--- config.mk ---
export PLATFORM = sky130hd
export DESIGN_NAME = autoreclose_sequencer
export DESIGN_NICKNAME = d
export VERILOG_FILES = /design/src/ar_pkg.sv /design/src/autoreclose_sequencer.sv /design/src/interval_timer.sv /design/src/tick_divider.sv
export SDC_FILE = /design/constraint.sdc
export NUM_CORES = 1
export LEC_CHECK = 0
export ABC_AREA = 1
export BUFFER_PORTS_ARGS = -buffer_cell sky130_fd_sc_hd__buf_4
export CAP_MARGIN = 10
export CORE_MARGIN = 2
export CORE_UTILIZATION = 49
export DETAILED_ROUTE_END_ITERATION = 12
export PLACE_DENSITY = 0.71
export SKIP_LAST_GASP = 1
export SLEW_MARGIN = 20
export SYNTH_ARGS = -nofsm -noshare
export SYNTH_HDL_FRONTEND = slang
export SYNTH_SLANG_ARGS = --single-unit
--- constraint.sdc ---
create_clock -name i_clock -period 3.85 [get_ports i_clock]
set_clock_uncertainty 0.05 [all_clocks]
set_input_delay 0.1925 -clock i_clock [delete_from_list [all_inputs] [get_ports i_clock]]
set_output_delay 0.1925 -clock i_clock [all_outputs]
set_load 0.02 [all_outputs]
--- src/ar_pkg.sv ---
// Package of constants and types for the autoreclose sequencer
// Operation
// RULE_01: Five states; reclosing only when enabled, reset, in-progress
// RULE_02: Disabled ignores initiates and never closes
// RULE_03: Reset state holds shot counter at zero
// RULE_04: Initiate enters in-progress until cycle finishes
// RULE_05: Lockout blocks closes and initiates until reset
// RULE_06: Program select chooses one of four programs
// RULE_07: Shot limit one to four per cycle
// RULE_08: Shots after first are always three-pole
// RULE_09: Limit one plus repeated initiate gives lockout
// RULE_10: Three-pole programs assert force-three-pole output
// RULE_11: Mixed program first timer chosen by initiate
// RULE_12: Later shots use three-pole timers two to four
// RULE_13: Single-pole program locks out on three-phase faults
// RULE_14: Variant A first shot uses three-pole timer one
// RULE_15: Variant A multiphase fault gives immediate lockout
// RULE_16: Variant B timer one, delayed initiate timer two
// RULE_17: Breaker order selects one, two, both, sequence
// RULE_18: Second breaker closes after confirmed delay
// RULE_19: Simultaneous mode closes both breakers together
// RULE_20: Protection trips initiate the cycle externally
// RULE_21: Time settings zero to maximum, 10 ms steps
// RULE_22: In-progress flag clears on close or lockout
// RULE_23: Incomplete-sequence timer expiry forces lockout
// RULE_24: Reset timer success returns to reset state
// RULE_25: Freeze stops dead timers, resume with timer two
// RULE_26: Extend input lengthens three-pole timer one
// RULE_27: Close increments counter; limit initiate locks out
package ar_pkg;
  // Timing base
  localparam int CLOCK_PERIOD_NS = 10;
  localparam int TIME_STEP_MS    = 10;
  localparam int TICK_CYCLES     = TIME_STEP_MS * 1000000 / CLOCK_PERIOD_NS;
  localparam int TIME_W          = 16;
  localparam int SHOT_W          = 3;
  // Reclose programs
  localparam logic [1:0] PROG_MIXED = 2'h0;
  localparam logic [1:0] PROG_SP    = 2'h1;
  localparam logic [1:0] PROG_3PA   = 2'h2;
  localparam logic [1:0] PROG_3PB   = 2'h3;
  // Breaker order codes
  localparam logic [2:0] ORD_B1   = 3'h0;
  localparam logic [2:0] ORD_B2   = 3'h1;
  localparam logic [2:0] ORD_BOTH = 3'h2;
  localparam logic [2:0] ORD_1_2  = 3'h3;
  localparam logic [2:0] ORD_2_1  = 3'h4;
  // Reset values
  localparam logic [SHOT_W-1:0] SHOT_RESET = 3'h0;
  // Sequencer states
  typedef enum logic [2:0] {ST_DISABLED, ST_RESET, ST_RIP, ST_ENABLED, ST_LOCKOUT} state_t;
endpackage

--- src/autoreclose_sequencer.sv ---
// Autoreclose sequencer: shot control, dead timers and breaker closing
`timescale 1ns/1ps
`default_nettype none
module autoreclose_sequencer
  import ar_pkg::*;
#(
  parameter int unsigned TICK_DIV = TICK_CYCLES
)
(
  // Clock and reset
  input  wire logic              i_clock,
  input  wire logic              i_resetn,
  // Settings
  input  wire logic              i_reclose_enable_setting,
  input  wire logic [1:0]        i_reclose_program_select,
  input  wire logic [2:0]        i_max_shot_limit,
  input  wire logic [2:0]        i_breaker_order_select,
  input  wire logic [TIME_W-1:0] i_single_pole_dead_timer,
  input  wire logic [TIME_W-1:0] i_three_pole_dead_timer_1,
  input  wire logic [TIME_W-1:0] i_three_pole_dead_timer_2,
  input  wire logic [TIME_W-1:0] i_three_pole_dead_timer_3,
  input  wire logic [TIME_W-1:0] i_three_pole_dead_timer_4,
  input  wire logic [TIME_W-1:0] i_dead_time_extension_value,
  input  wire logic [TIME_W-1:0] i_second_breaker_delay,
  input  wire logic [TIME_W-1:0] i_success_reset_delay,
  input  wire logic [TIME_W-1:0] i_sequence_timeout,
  // Protection and breaker inputs
  input  wire logic              i_single_pole_initiate,
  input  wire logic              i_three_pole_initiate,
  input  wire logic              i_three_pole_delayed_initiate,
  input  wire logic              i_multiphase_fault_input,
  input  wire logic              i_breaker_three_pole_open,
  input  wire logic              i_breaker_closed,
  input  wire logic              i_dead_time_extend_input,
  input  wire logic              i_cycle_freeze_input,
  input  wire logic              i_reclose_reset,
  // Outputs
  output logic                   o_close_breaker_1,
  output logic                   o_close_breaker_2,
  output logic                   o_reclose_in_progress_flag,
  output logic                   o_force_three_pole_output,
  output logic                   o_lockout_outcome,
  output logic [SHOT_W-1:0]      o_shot_count
);
  // ----------------------------------------
  // Input synchronisers
  // ----------------------------------------
  logic [8:0] meta_reg;
  logic [8:0] pin_reg;
  logic sp_in, tp_in, td_in, multi_in, b3p_open, bkr_closed, ext_in, freeze_in, rst_in;

  // Two stages for every pin input
  always_ff @(posedge i_clock)
  begin
    if (!i_resetn)
    begin
      meta_reg <= 9'h000;
      pin_reg  <= 9'h000;
    end
    else
    begin
      meta_reg <= {i_single_pole_initiate, i_three_pole_initiate,
                   i_three_pole_delayed_initiate, i_multiphase_fault_input,
                   i_breaker_three_pole_open, i_breaker_closed,
                   i_dead_time_extend_input, i_cycle_freeze_input, i_reclose_reset};
      pin_reg  <= meta_reg;
    end
  end

  assign {sp_in, tp_in, td_in, multi_in, b3p_open, bkr_closed, ext_in, freeze_in, rst_in} = pin_reg;

  // ----------------------------------------
  // State and registers
  // ----------------------------------------
  state_t              state_reg, state_next;
  logic [SHOT_W-1:0]   shot_reg, shot_next;
  logic                init_d_reg, freeze_d_reg;
  logic                tp1_reg, ext_seen_reg, ext_done_reg;
  logic                close1_reg, close1_next, close2_reg, close2_next;
  logic                rip_reg, force_reg, lock_reg;
  logic                tick;
  logic                dead_exp, seq_exp, reset_exp, xfer_exp;

  // ----------------------------------------
  // Decode
  // ----------------------------------------
  wire en        = i_reclose_enable_setting;
  wire [1:0] prog = i_reclose_program_select;
  wire init_any  = sp_in | tp_in | td_in;
  wire init_evt  = init_any & ~init_d_reg;
  wire idle      = (state_reg == ST_RESET) || (state_reg == ST_ENABLED);
  wire take_init = en & idle & init_evt;                                          // RULE_02
  wire at_limit  = ({1'b0, shot_reg} >= {1'b0, i_max_shot_limit});               // RULE_27
  wire first     = (shot_reg == SHOT_RESET);

  // First-shot lockout per program
  wire first_lock = ((prog == PROG_SP) & (multi_in | tp_in | td_in | b3p_open))  // RULE_13
                  | ((prog == PROG_3PA) & multi_in);                              // RULE_15
  wire init_lock  = at_limit | (first & first_lock);                             // RULE_09

  // First-shot timer selection
  wire [TIME_W-1:0] mixed_val = td_in ? i_three_pole_dead_timer_2 :
                                tp_in ? i_three_pole_dead_timer_1 :
                                        i_single_pole_dead_timer;                  // RULE_11
  wire [TIME_W-1:0] b_val     = td_in ? i_three_pole_dead_timer_2 :
                                        i_three_pole_dead_timer_1;                 // RULE_16
  wire [TIME_W-1:0] first_val = (prog == PROG_MIXED) ? mixed_val :
                                (prog == PROG_SP)    ? i_single_pole_dead_timer :
                                (prog == PROG_3PA)   ? i_three_pole_dead_timer_1 : // RULE_14
                                                       b_val;                       // RULE_06
  wire first_tp1 = ((prog == PROG_MIXED) & tp_in & ~td_in) | (prog == PROG_3PA)
                 | ((prog == PROG_3PB) & ~td_in);
  // Later shots are three-pole on timers two to four
  wire [TIME_W-1:0] later_val = (shot_reg == 3'h1) ? i_three_pole_dead_timer_2 :
                                (shot_reg == 3'h2) ? i_three_pole_dead_timer_3 :
                                                     i_three_pole_dead_timer_4;     // RULE_08 RULE_12

  // Dead timer control
  wire in_rip      = (state_reg == ST_RIP);
  wire start_new   = take_init & ~init_lock;                                      // RULE_04
  wire resume      = in_rip & ~freeze_in & freeze_d_reg;                           // RULE_25
  wire ext_pending = tp1_reg & ext_seen_reg & ~ext_done_reg;
  wire extend_go   = in_rip & dead_exp & ext_pending;                              // RULE_26
  wire dead_done   = in_rip & dead_exp & ~ext_pending;
  wire dead_start  = start_new | resume | extend_go;
  wire [TIME_W-1:0] dead_value = resume    ? i_three_pole_dead_timer_2 :
                                 extend_go ? i_dead_time_extension_value :
                                 first     ? first_val : later_val;
  wire rip_lock    = seq_exp                                                       // RULE_23
                   | ((prog == PROG_SP) & first & b3p_open);                       // RULE_13

  // Breaker order and transfer
  wire ord_b1   = (i_breaker_order_select == ORD_B1);
  wire ord_b2   = (i_breaker_order_select == ORD_B2);
  wire ord_both = (i_breaker_order_select == ORD_BOTH);                           // RULE_19
  wire ord_12   = (i_breaker_order_select == ORD_1_2);
  wire ord_21   = (i_breaker_order_select == ORD_2_1);
  wire xfer_go  = (state_reg == ST_ENABLED) & xfer_exp & bkr_closed;              // RULE_18
  wire close1_set = (dead_done & (ord_b1 | ord_both | ord_12)) | (xfer_go & ord_21); // RULE_17
  wire close2_set = (dead_done & (ord_b2 | ord_both | ord_21)) | (xfer_go & ord_12); // RULE_17

  // ----------------------------------------
  // Next state
  // ----------------------------------------
  // Cycle sequencing across the five states
  always_comb
  begin
    state_next = state_reg;
    if (!en)
      state_next = ST_DISABLED;                                                   // RULE_02
    else
    begin
      case (state_reg)
        ST_DISABLED: state_next = ST_RESET;
        ST_RESET, ST_ENABLED:
        begin
          if (take_init)
            state_next = init_lock ? ST_LOCKOUT : ST_RIP;                         // RULE_07
          else if (state_reg == ST_ENABLED && reset_exp)
            state_next = (bkr_closed && !init_any) ? ST_RESET : ST_LOCKOUT;       // RULE_24
        end
        ST_RIP:
        begin
          if (rip_lock)
            state_next = ST_LOCKOUT;
          else if (dead_done)
            state_next = ST_ENABLED;
        end
        ST_LOCKOUT:
        begin
          if (rst_in)
            state_next = ST_RESET;                                                // RULE_05
        end
        default: state_next = ST_DISABLED;                                        // RULE_01
      endcase
    end
  end

  // Counter and output values
  assign shot_next   = (state_next == ST_RESET) ? SHOT_RESET :                      // RULE_03
                       dead_done ? SHOT_W'(shot_reg + 3'h1) : shot_reg;            // RULE_27
  assign close1_next = (state_next == ST_ENABLED) & (close1_set | (close1_reg & ~bkr_closed));
  assign close2_next = (state_next == ST_ENABLED) & (close2_set | (close2_reg & ~bkr_closed));

  // ----------------------------------------
  // Registers
  // ----------------------------------------
  always_ff @(posedge i_clock)
  begin
    if (!i_resetn)
    begin
      state_reg    <= ST_DISABLED;
      shot_reg     <= SHOT_RESET;
      init_d_reg   <= 1'b0;
      freeze_d_reg <= 1'b0;
      close1_reg   <= 1'b0;
      close2_reg   <= 1'b0;
      rip_reg      <= 1'b0;
      force_reg    <= 1'b0;
      lock_reg     <= 1'b0;
    end
    else
    begin
      state_reg    <= state_next;
      shot_reg     <= shot_next;
      init_d_reg   <= init_any;
      freeze_d_reg <= freeze_in;
      close1_reg   <= close1_next;
      close2_reg   <= close2_next;
      rip_reg      <= (state_next == ST_RIP);                                     // RULE_22
      force_reg    <= en & (prog[1] | (shot_next != SHOT_RESET));                 // RULE_10
      lock_reg     <= (state_next == ST_LOCKOUT);
    end
  end

  // Extension tracking for three-pole timer one
  always_ff @(posedge i_clock)
  begin
    if (!i_resetn)
    begin
      tp1_reg      <= 1'b0;
      ext_seen_reg <= 1'b0;
      ext_done_reg <= 1'b0;
    end
    else if (start_new || resume)
    begin
      tp1_reg      <= start_new & first & first_tp1;
      ext_seen_reg <= 1'b0;
      ext_done_reg <= 1'b0;
    end
    else
    begin
      ext_seen_reg <= ext_seen_reg | (in_rip & tp1_reg & ext_in);                  // RULE_26
      ext_done_reg <= ext_done_reg | extend_go;
    end
  end

  // ----------------------------------------
  // Timers, all on the 10 ms base
  // ----------------------------------------
  tick_divider #(.CYCLES(TICK_DIV)) u_tick (
    .i_clock (i_clock),
    .i_resetn(i_resetn),
    .o_tick  (tick)                                                               // RULE_21
  );

  interval_timer #(.W(TIME_W)) u_dead (
    .i_clock(i_clock), .i_resetn(i_resetn), .i_tick(tick),
    .i_start(dead_start), .i_stop(state_next != ST_RIP), .i_hold(freeze_in),       // RULE_25
    .i_value(dead_value), .o_busy(), .o_expired(dead_exp)
  );

  interval_timer #(.W(TIME_W)) u_seq (
    .i_clock(i_clock), .i_resetn(i_resetn), .i_tick(tick),
    .i_start(start_new), .i_stop(state_next != ST_RIP), .i_hold(1'b0),             // RULE_23
    .i_value(i_sequence_timeout), .o_busy(), .o_expired(seq_exp)
  );

  interval_timer #(.W(TIME_W)) u_reset (
    .i_clock(i_clock), .i_resetn(i_resetn), .i_tick(tick),
    .i_start(dead_done), .i_stop(state_next != ST_ENABLED), .i_hold(1'b0),         // RULE_24
    .i_value(i_success_reset_delay), .o_busy(), .o_expired(reset_exp)
  );

  interval_timer #(.W(TIME_W)) u_xfer (
    .i_clock(i_clock), .i_resetn(i_resetn), .i_tick(tick),
    .i_start(dead_done & (ord_12 | ord_21)), .i_stop(state_next != ST_ENABLED),     // RULE_18
    .i_hold(1'b0), .i_value(i_second_breaker_delay),
    .o_busy(), .o_expired(xfer_exp)
  );

  // Outputs straight from flip-flops
  assign o_close_breaker_1          = close1_reg;
  assign o_close_breaker_2          = close2_reg;
  assign o_reclose_in_progress_flag = rip_reg;
  assign o_force_three_pole_output  = force_reg;
  assign o_lockout_outcome          = lock_reg;
  assign o_shot_count               = shot_reg;
endmodule
`default_nettype wire

--- src/interval_timer.sv ---
// Loadable down-counting timer in tick units
`timescale 1ns/1ps
`default_nettype none
module interval_timer
#(
  parameter int W = 16
)
(
  // Clock and reset
  input  wire logic         i_clock,
  input  wire logic         i_resetn,
  // Control
  input  wire logic         i_tick,
  input  wire logic         i_start,
  input  wire logic         i_stop,
  input  wire logic         i_hold,
  input  wire logic [W-1:0] i_value,
  // Status
  output logic              o_busy,
  output logic              o_expired
);
  logic [W-1:0] count_reg;
  logic         busy_reg;
  logic         exp_reg;

  generate
    if (W < 1)
    begin : g_chk
      $error("interval_timer width must be positive");
    end
  endgenerate

  // Load, count down on ticks unless held, pulse at zero
  always_ff @(posedge i_clock)
  begin
    if (!i_resetn)
    begin
      count_reg <= '0;
      busy_reg  <= 1'b0;
      exp_reg   <= 1'b0;
    end
    else
    begin
      exp_reg <= 1'b0;
      if (i_start)
      begin
        count_reg <= i_value;
        busy_reg  <= 1'b1;
      end
      else if (i_stop)
        busy_reg <= 1'b0;
      else if (busy_reg && i_tick && !i_hold)
      begin
        if (count_reg == '0)
        begin
          busy_reg <= 1'b0;
          exp_reg  <= 1'b1;
        end
        else
          count_reg <= count_reg - 1'b1;
      end
    end
  end

  assign o_busy    = busy_reg;
  assign o_expired = exp_reg;
endmodule
`default_nettype wire

--- src/tick_divider.sv ---
// Divider producing the 10 ms timing enable
`timescale 1ns/1ps
`default_nettype none
module tick_divider
#(
  parameter int unsigned CYCLES = 1000000
)
(
  // Clock and reset
  input  wire logic i_clock,
  input  wire logic i_resetn,
  // Enable pulse
  output logic      o_tick
);
  logic [31:0] count_reg;
  logic        tick_reg;

  generate
    if (CYCLES < 2)
    begin : g_chk
      $error("tick_divider needs at least two cycles");
    end
  endgenerate

  // Free running count, one pulse per period
  always_ff @(posedge i_clock)
  begin
    if (!i_resetn)
    begin
      count_reg <= 32'h0;
      tick_reg  <= 1'b0;
    end
    else
    begin
      tick_reg  <= (count_reg == CYCLES - 1);
      count_reg <= (count_reg == CYCLES - 1) ? 32'h0 : count_reg + 32'h1;
    end
  end

  assign o_tick = tick_reg;
endmodule
`default_nettype wire

Yosys cells after proc, flatten, opt, wreduce, memory -nomap -nowiden
Index checks and enable logic that the tools add are counted.
Widths: inputs -> output; s select.
{ "word_totals": {"reg_bits": 139, "inputBits": 164, "output_inout_bits": 8, "wordCells": 239} }
{ "op_classes": {"add_sub_neg": 6, "n_lt_le_gt_ge": 1, "eq_ne": 28, "muxes": 58, "bitwise": 71, "reduce_logical": 47} }
{ "ops": {"columns": ["cell", "count"], "rows": [
  ["$mux 16", 27],
  ["$logic_not 16->1", 4],
  ["$sub 16x1->16 const B", 4],
  ["$and 1x1->1", 35],
  ["$add 32x1->32 const B", 1],
  ["$eq 32x20->1 const B", 1],
  ["$mux 3", 10],
  ["$reduce_bool 3->1", 9],
  ["$or 1x1->1", 24],
  ["$eq 3x2->1 const B", 7],
  ["$mux 1", 20],
  ["$reduce_or 4->1", 4],
  ["$eq 3x1->1 const B", 4],
  ["$ne 2x2->1 const B", 6],
  ["$not 1->1", 12],
  ["$pmux 3 s4", 1],
  ["$reduce_and 3->1", 4],
  ["$eq 3x3->1 const B", 3],
  ["$logic_not 3->1", 3],
  ["$reduce_and 2->1", 4],
  ["$reduce_bool 2->1", 4],
  ["$logic_and 1x1->1", 7],
  ["$ne 3x2->1 const B", 2],
  ["$reduce_or 2->1", 3],
  ["other kinds (8)", 12]
]} }

Depth between registers and ports, before layout
{ "depth": {"depth_word": 16, "ltp_mapped": 17, "ltp_nobuf": 16} }

By module
A second synthesis with hierarchy kept.
{ "unflattened": {"hier_cells": 1648, "area_unflattened_um2": 9773.1} }
{ "modules_own_cells": {"columns": ["module", "instances", "cells_each", "area_each_um2", "seq_area_each_um2"], "rows": [
  ["interval_timer", 4, 200, 1211.2, 360.3],
  ["autoreclose_sequencer", 1, 536, 3055.4, 680.7],
  ["tick_divider", 1, 312, 1873.0, 660.6]
]} }

Least setup slack after synthesis
Ideal clock, no wire load.
{ "synth_path": {"kind": "flip-flop to flip-flop", "startpoint": "register shot_reg[0], in the netlist o_shot_count[0]", "endpoint": "register u_dead.count_reg[0]", "setup_ps": 128, "t_arrival_ps": 2030, "required_time_ps": 3672, "setup_slack_ps": 1642, "stages_incl_launch_ff": 14, "path_buffers": 1, "synth_period_minus_slack_ps": 2208, "cell_sequence": "dfxtp_1 inv_1 ha_1 o21ai_0 nand2_1 nand2_1 nand3_4 nand3_1 buf_2 a21oi_1 a21oi_1 nand2_1 nand2_1 nor2_1"} }
{ "synth_via": {"elab_chain_len": 10, "word_cells_on_any_way": 29, "classes_between": "1 x order compare; 5 x eq/ne; 11 x mux; 9 x bitwise; 3 x reduce/logical"} }
{ "synth_lines": {"columns": ["item", "line_no", "text"], "rows": [
  ["from (decl)", "autoreclose_sequencer.sv:76", "logic [SHOT_W-1:0] shot_reg, shot_next;"],
  ["from (signal assigned)", "autoreclose_sequencer.sv:205", "shot_reg <= shot_next;"],
  ["branches (longest 10 deep; another with $ge 3x3->1)", null, null],
  ["to (signal assigned)", "interval_timer.sv:47", "count_reg <= i_value;"],
  ["to (signal assigned)", "interval_timer.sv:60", "count_reg <= count_reg - 1'b1;"],
  ["to (decl)", "interval_timer.sv:22", "logic [W-1:0] count_reg;"]
]} }
Parallel ways; which one is timed is not known.
A chain may end at the register's enable or synchronous reset.

Worst setup path in the final report
{ "layout_path": {"startpoint": "register shot_reg[0], in the netlist o_shot_count[0]", "endpoint": "register u_reset.count_reg[11]"} }
{ "layout_via": {"elab_chain_len": 10, "word_cells_on_any_way": 15, "classes_between": "1 x order compare; 2 x eq/ne; 5 x mux; 5 x bitwise; 2 x reduce/logical"} }
{ "layout_lines": {"columns": ["item", "line_no", "text"], "rows": [
  ["branches (longest 5 deep; another with $ge 3x3->1)", null, null],
  ["$pmux 3 s4 (*)", "autoreclose_sequencer.sv:153", "case (state_reg)"],
  ["$mux 3 (*)", "autoreclose_sequencer.sv:149", "if (!en)"],
  ["$ne 3x2->1 (*)", "autoreclose_sequencer.sv:261", ".i_start(dead_done), .i_stop(state_next != ST_ENABLED), .i_hold(1'b0),"],
  ["$ne 2x2->1 (no line) (*)", null, null],
  ["$reduce_and 3->1 (no line) (*)", null, null],
  ["to (signal assigned)", "interval_timer.sv:47", null],
  ["to (signal assigned)", "interval_timer.sv:60", null],
  ["to (decl)", "interval_timer.sv:22", null]
]} }
Every way passes the cells marked *.

==> impl_metrics.toml <==
[outcome]
status = "finished, final reports clean"

[global_route]
overflow = 0
grt_pass1_wl_mm = 46.1
grtUsageTotal = 0.276
grt_pass1_vias = 9767
grt_max_degree = 46
antenna_found_initial = 0

[floorplan]
initial_core_util = 0.496
die_area_sq_um = 20700
design.core.area_sq_um = 19300
die_y_um = 144
die_w_um = 144
io_pins = 172
rows = 51

[routing]
vias_per_cell = 5.19
wire_per_inst_um = 13.9
dr.pass1.iters = 6
drtAntennaViolNets = 0
vias = 10800
totalWireLength_mm = 28.7
drtIter0Drc = 767
drc = 0

[power_and_ir_drop]
powerDensity_nw_per_um2 = 292
p_sw_mw = 0.928
seqPwrFrac = 0.427
cellInternalPower_mw = 2.49
vdd_drop_max_mv = 0.282
clkPwrFrac = 0.467
p_total_mw = 3.42
p_leak_nw = 5.77
p_comb_frac = 0.106
swShare = 0.271

[yosys]
avgSynthCellArea_sq_um = 5.84
synth-seq-cells = 139
yosysWarnings = 0
ys.flop_type = "dfxtp_1"
ys_seq_area_frac = 0.290
netlist_area_sq_um = 9590
async_reset_ff_frac = 0
synth_edf_count = 0
synth.distinct_cells = 44
synthCells = 1643
synth.net_count = 1819

[sta]
holdWs_ps = 28.7
final-hold-violation-count = 0
tightest_slew_ps = 979
setup_tns_ps = 0
drv_slew = 0
timing.fmax_mhz = 335
rsz0062_at_grt = "no"
setup_viol = 0
slew-limit-headroom = 0.345
post-route-min-period_ps = 2990
fin_crit_sh = 0.776

[clock_network]
clock_path_buffers = 2
htreeDepth = 4
clk_pin_slew_ps = 70
postCtsSetupRepairBufs = 0
cts-root-buf = "clkbuf_16"
clkSinkCount = 139
cts_buffers = 17
cts_tree = "built"
clock_latency_ps = 430

[critical_path]
crit_path_end_kind = "register"
path_class = "reg -> reg"
cp_max_fo = 20
cp-start-kind = "register"
worstPathRequired_ps = 4150
worstPathArrival_ps = 3290

[finish]
fillCellCount = 1946
largest_reg_flops = 32
drive_gt1_frac = 0.137
final_nets = 1971
postLayoutCellArea_sq_um = 11700
antenna_cells = 0
area_delta_synth_final_pct = 21.9

[place]
gp_congestion = 0.944
dp_hpwl_mm = 21.2
io_buffers = 171
placed_area_sq_um = 11000

[flow_run]
drv_cap = 0

[hold_path]
holdCritPathClass = "in -> reg"
==> repair_timing <==
item / 4_1_cts / 5_1_grt
resized for setup: 0 / 0
hold endpoints to repair: 12 / 1
hold buffers: 11 / 1
==> through the flow <==
step	cells	utilization	worst slack [ps]
finish	2073	0.605	863
global route	2073	0.605	531
CTS	2072	0.604	873
detailed placement	2029	0.569	924
global placement	2029	0.569	1040
floorplan	1643	-	1640
==> per-layer routing <==
metal	vias up	track usage	routed length [um]
li1	5532	-	-
met1	4801	0.340	12300
met2	360	0.481	13700
met3	57	0.0430	1840
met4	0	0.112	896
met5	-	0	0
==> layout by cell type (no fill, tap or decap), drive strengths merged, types with 2 or more instances in the layout <==
cell type | synthesis | routed
nand2 | 511 | 511
inv | 221 | 230
nor2 | 195 | 195
buf | 29 | 182
dfxtp | 139 | 139
nand3 | 128 | 128
o21ai | 104 | 104
a21oi | 103 | 103
nor3 | 39 | 39
nand4 | 26 | 26
xor2 | 25 | 25
clkbuf | 32 | 17
a31oi | 15 | 15
ha | 12 | 12
dlygate4sd3 | 0 | 12
or2 | 12 | 12
nand3b | 9 | 9
o211ai | 8 | 8
clkinv | 3 | 8
nor3b | 6 | 6
xnor2 | 6 | 6
nor4 | 6 | 6
o22ai | 3 | 3
mux2i | 3 | 3
o31ai | 2 | 2
==> area by class of cell <==
cell class                 instances  area [sq um]  share of cell area
clock inverter                    15           151              0.0129
inverter                         224           841              0.0719
timing repair buffer             194          1490               0.127
tap                              265           332              0.0284
clock buffer                      17           425              0.0364
sequential                       139          2780               0.238
multi-input combinational       1219          5670               0.485
==> power groups by stage <==
stage | logic, mW | registers [mW] | clock network [mW]
finish | 0.362 | 1.46 | 1.60
global route | 0.400 | 1.46 | 1.68
CTS | 0.359 | 1.46 | 1.62
detailed placement | 0.347 | 1.49 | 0
global placement | 0.345 | 1.49 | 0
floorplan | 0.159 | 1.49 | 0
==> cells by family (layout without fill, tap and decap cells) <==
| logic type | Yosys count | count (layout) | share of synthesized area |
|---|---|---|---|
| simple gates | 933 | 933 | 0.412 |
| buf+inv | 285 | 450 | 0.118 |
| xor+xnor | 31 | 31 | 0.0283 |
| compound gates | 240 | 240 | 0.132 |
| fa+ha+maj | 12 | 12 | 0.0157 |
| flops | 139 | 139 | 0.290 |
| mux | 3 | 3 | 0.00313 |
==> Yosys cell counts, types with 2 or more instances <==
cell / n / share of area
nand2_1: 503 / 0.20
inv_1: 213 / 0.083
nor2_1: 194 / 0.076
dfxtp_1: 139 / 0.29
nand3_1: 126 / 0.066
a21oi_1: 103 / 0.054
o21ai_0: 102 / 0.053
nor3_1: 38 / 0.020
clkbuf_1: 32 / 0.013
nand4_1: 26 / 0.017
xor2_1: 25 / 0.023
a31oi_1: 15 / 0.0098
buf_2: 12 / 0.0063
ha_1: 12 / 0.016
or2_2: 11 / 0.0072
nand3b_1: 9 / 0.0070
buf_1: 8 / 0.0031
inv_2: 8 / 0.0031
o211ai_1: 8 / 0.0063
nor3b_1: 6 / 0.0047
xnor2_1: 6 / 0.0055
buf_4: 5 / 0.0039
nand2_2: 5 / 0.0033
nor4_1: 5 / 0.0033
buf_6: 4 / 0.0047
clkinv_1: 3 / 0.0012
mux2i_1: 3 / 0.0031
nand2_4: 3 / 0.0035
o22ai_1: 3 / 0.0020
o31ai_1: 2 / 0.0016
==> final timing paths <==
path | depth (start not counted) | startpoint | end | slack (ps)
worst min register to register | 2 | meta_reg[4] | pin_reg[4] | 370
worst max register to register | 13 | o_shot_count[0] | u_reset.count_reg[11] | 860
worst max-delay path | 13 | o_shot_count[0] | u_reset.count_reg[11] | 860
worst min-delay path | 3 | i_sequence_timeout[5] | u_seq.count_reg[5] | 30
==> worst max-delay path, stage by stage (launching register included) <==
cell     delay, ps
dfxtp_1        390
inv_1          130
ha_1           280
o21ai_0        180
nand2_1         70
nand2_1        100
nand3_4        230
nand2_2        170
nand3_1        140
inv_2          120
nand2_2        180
nand2_1        570
nand2_1        130
a21oi_1        170
Power figures use the tool's default switching activity.
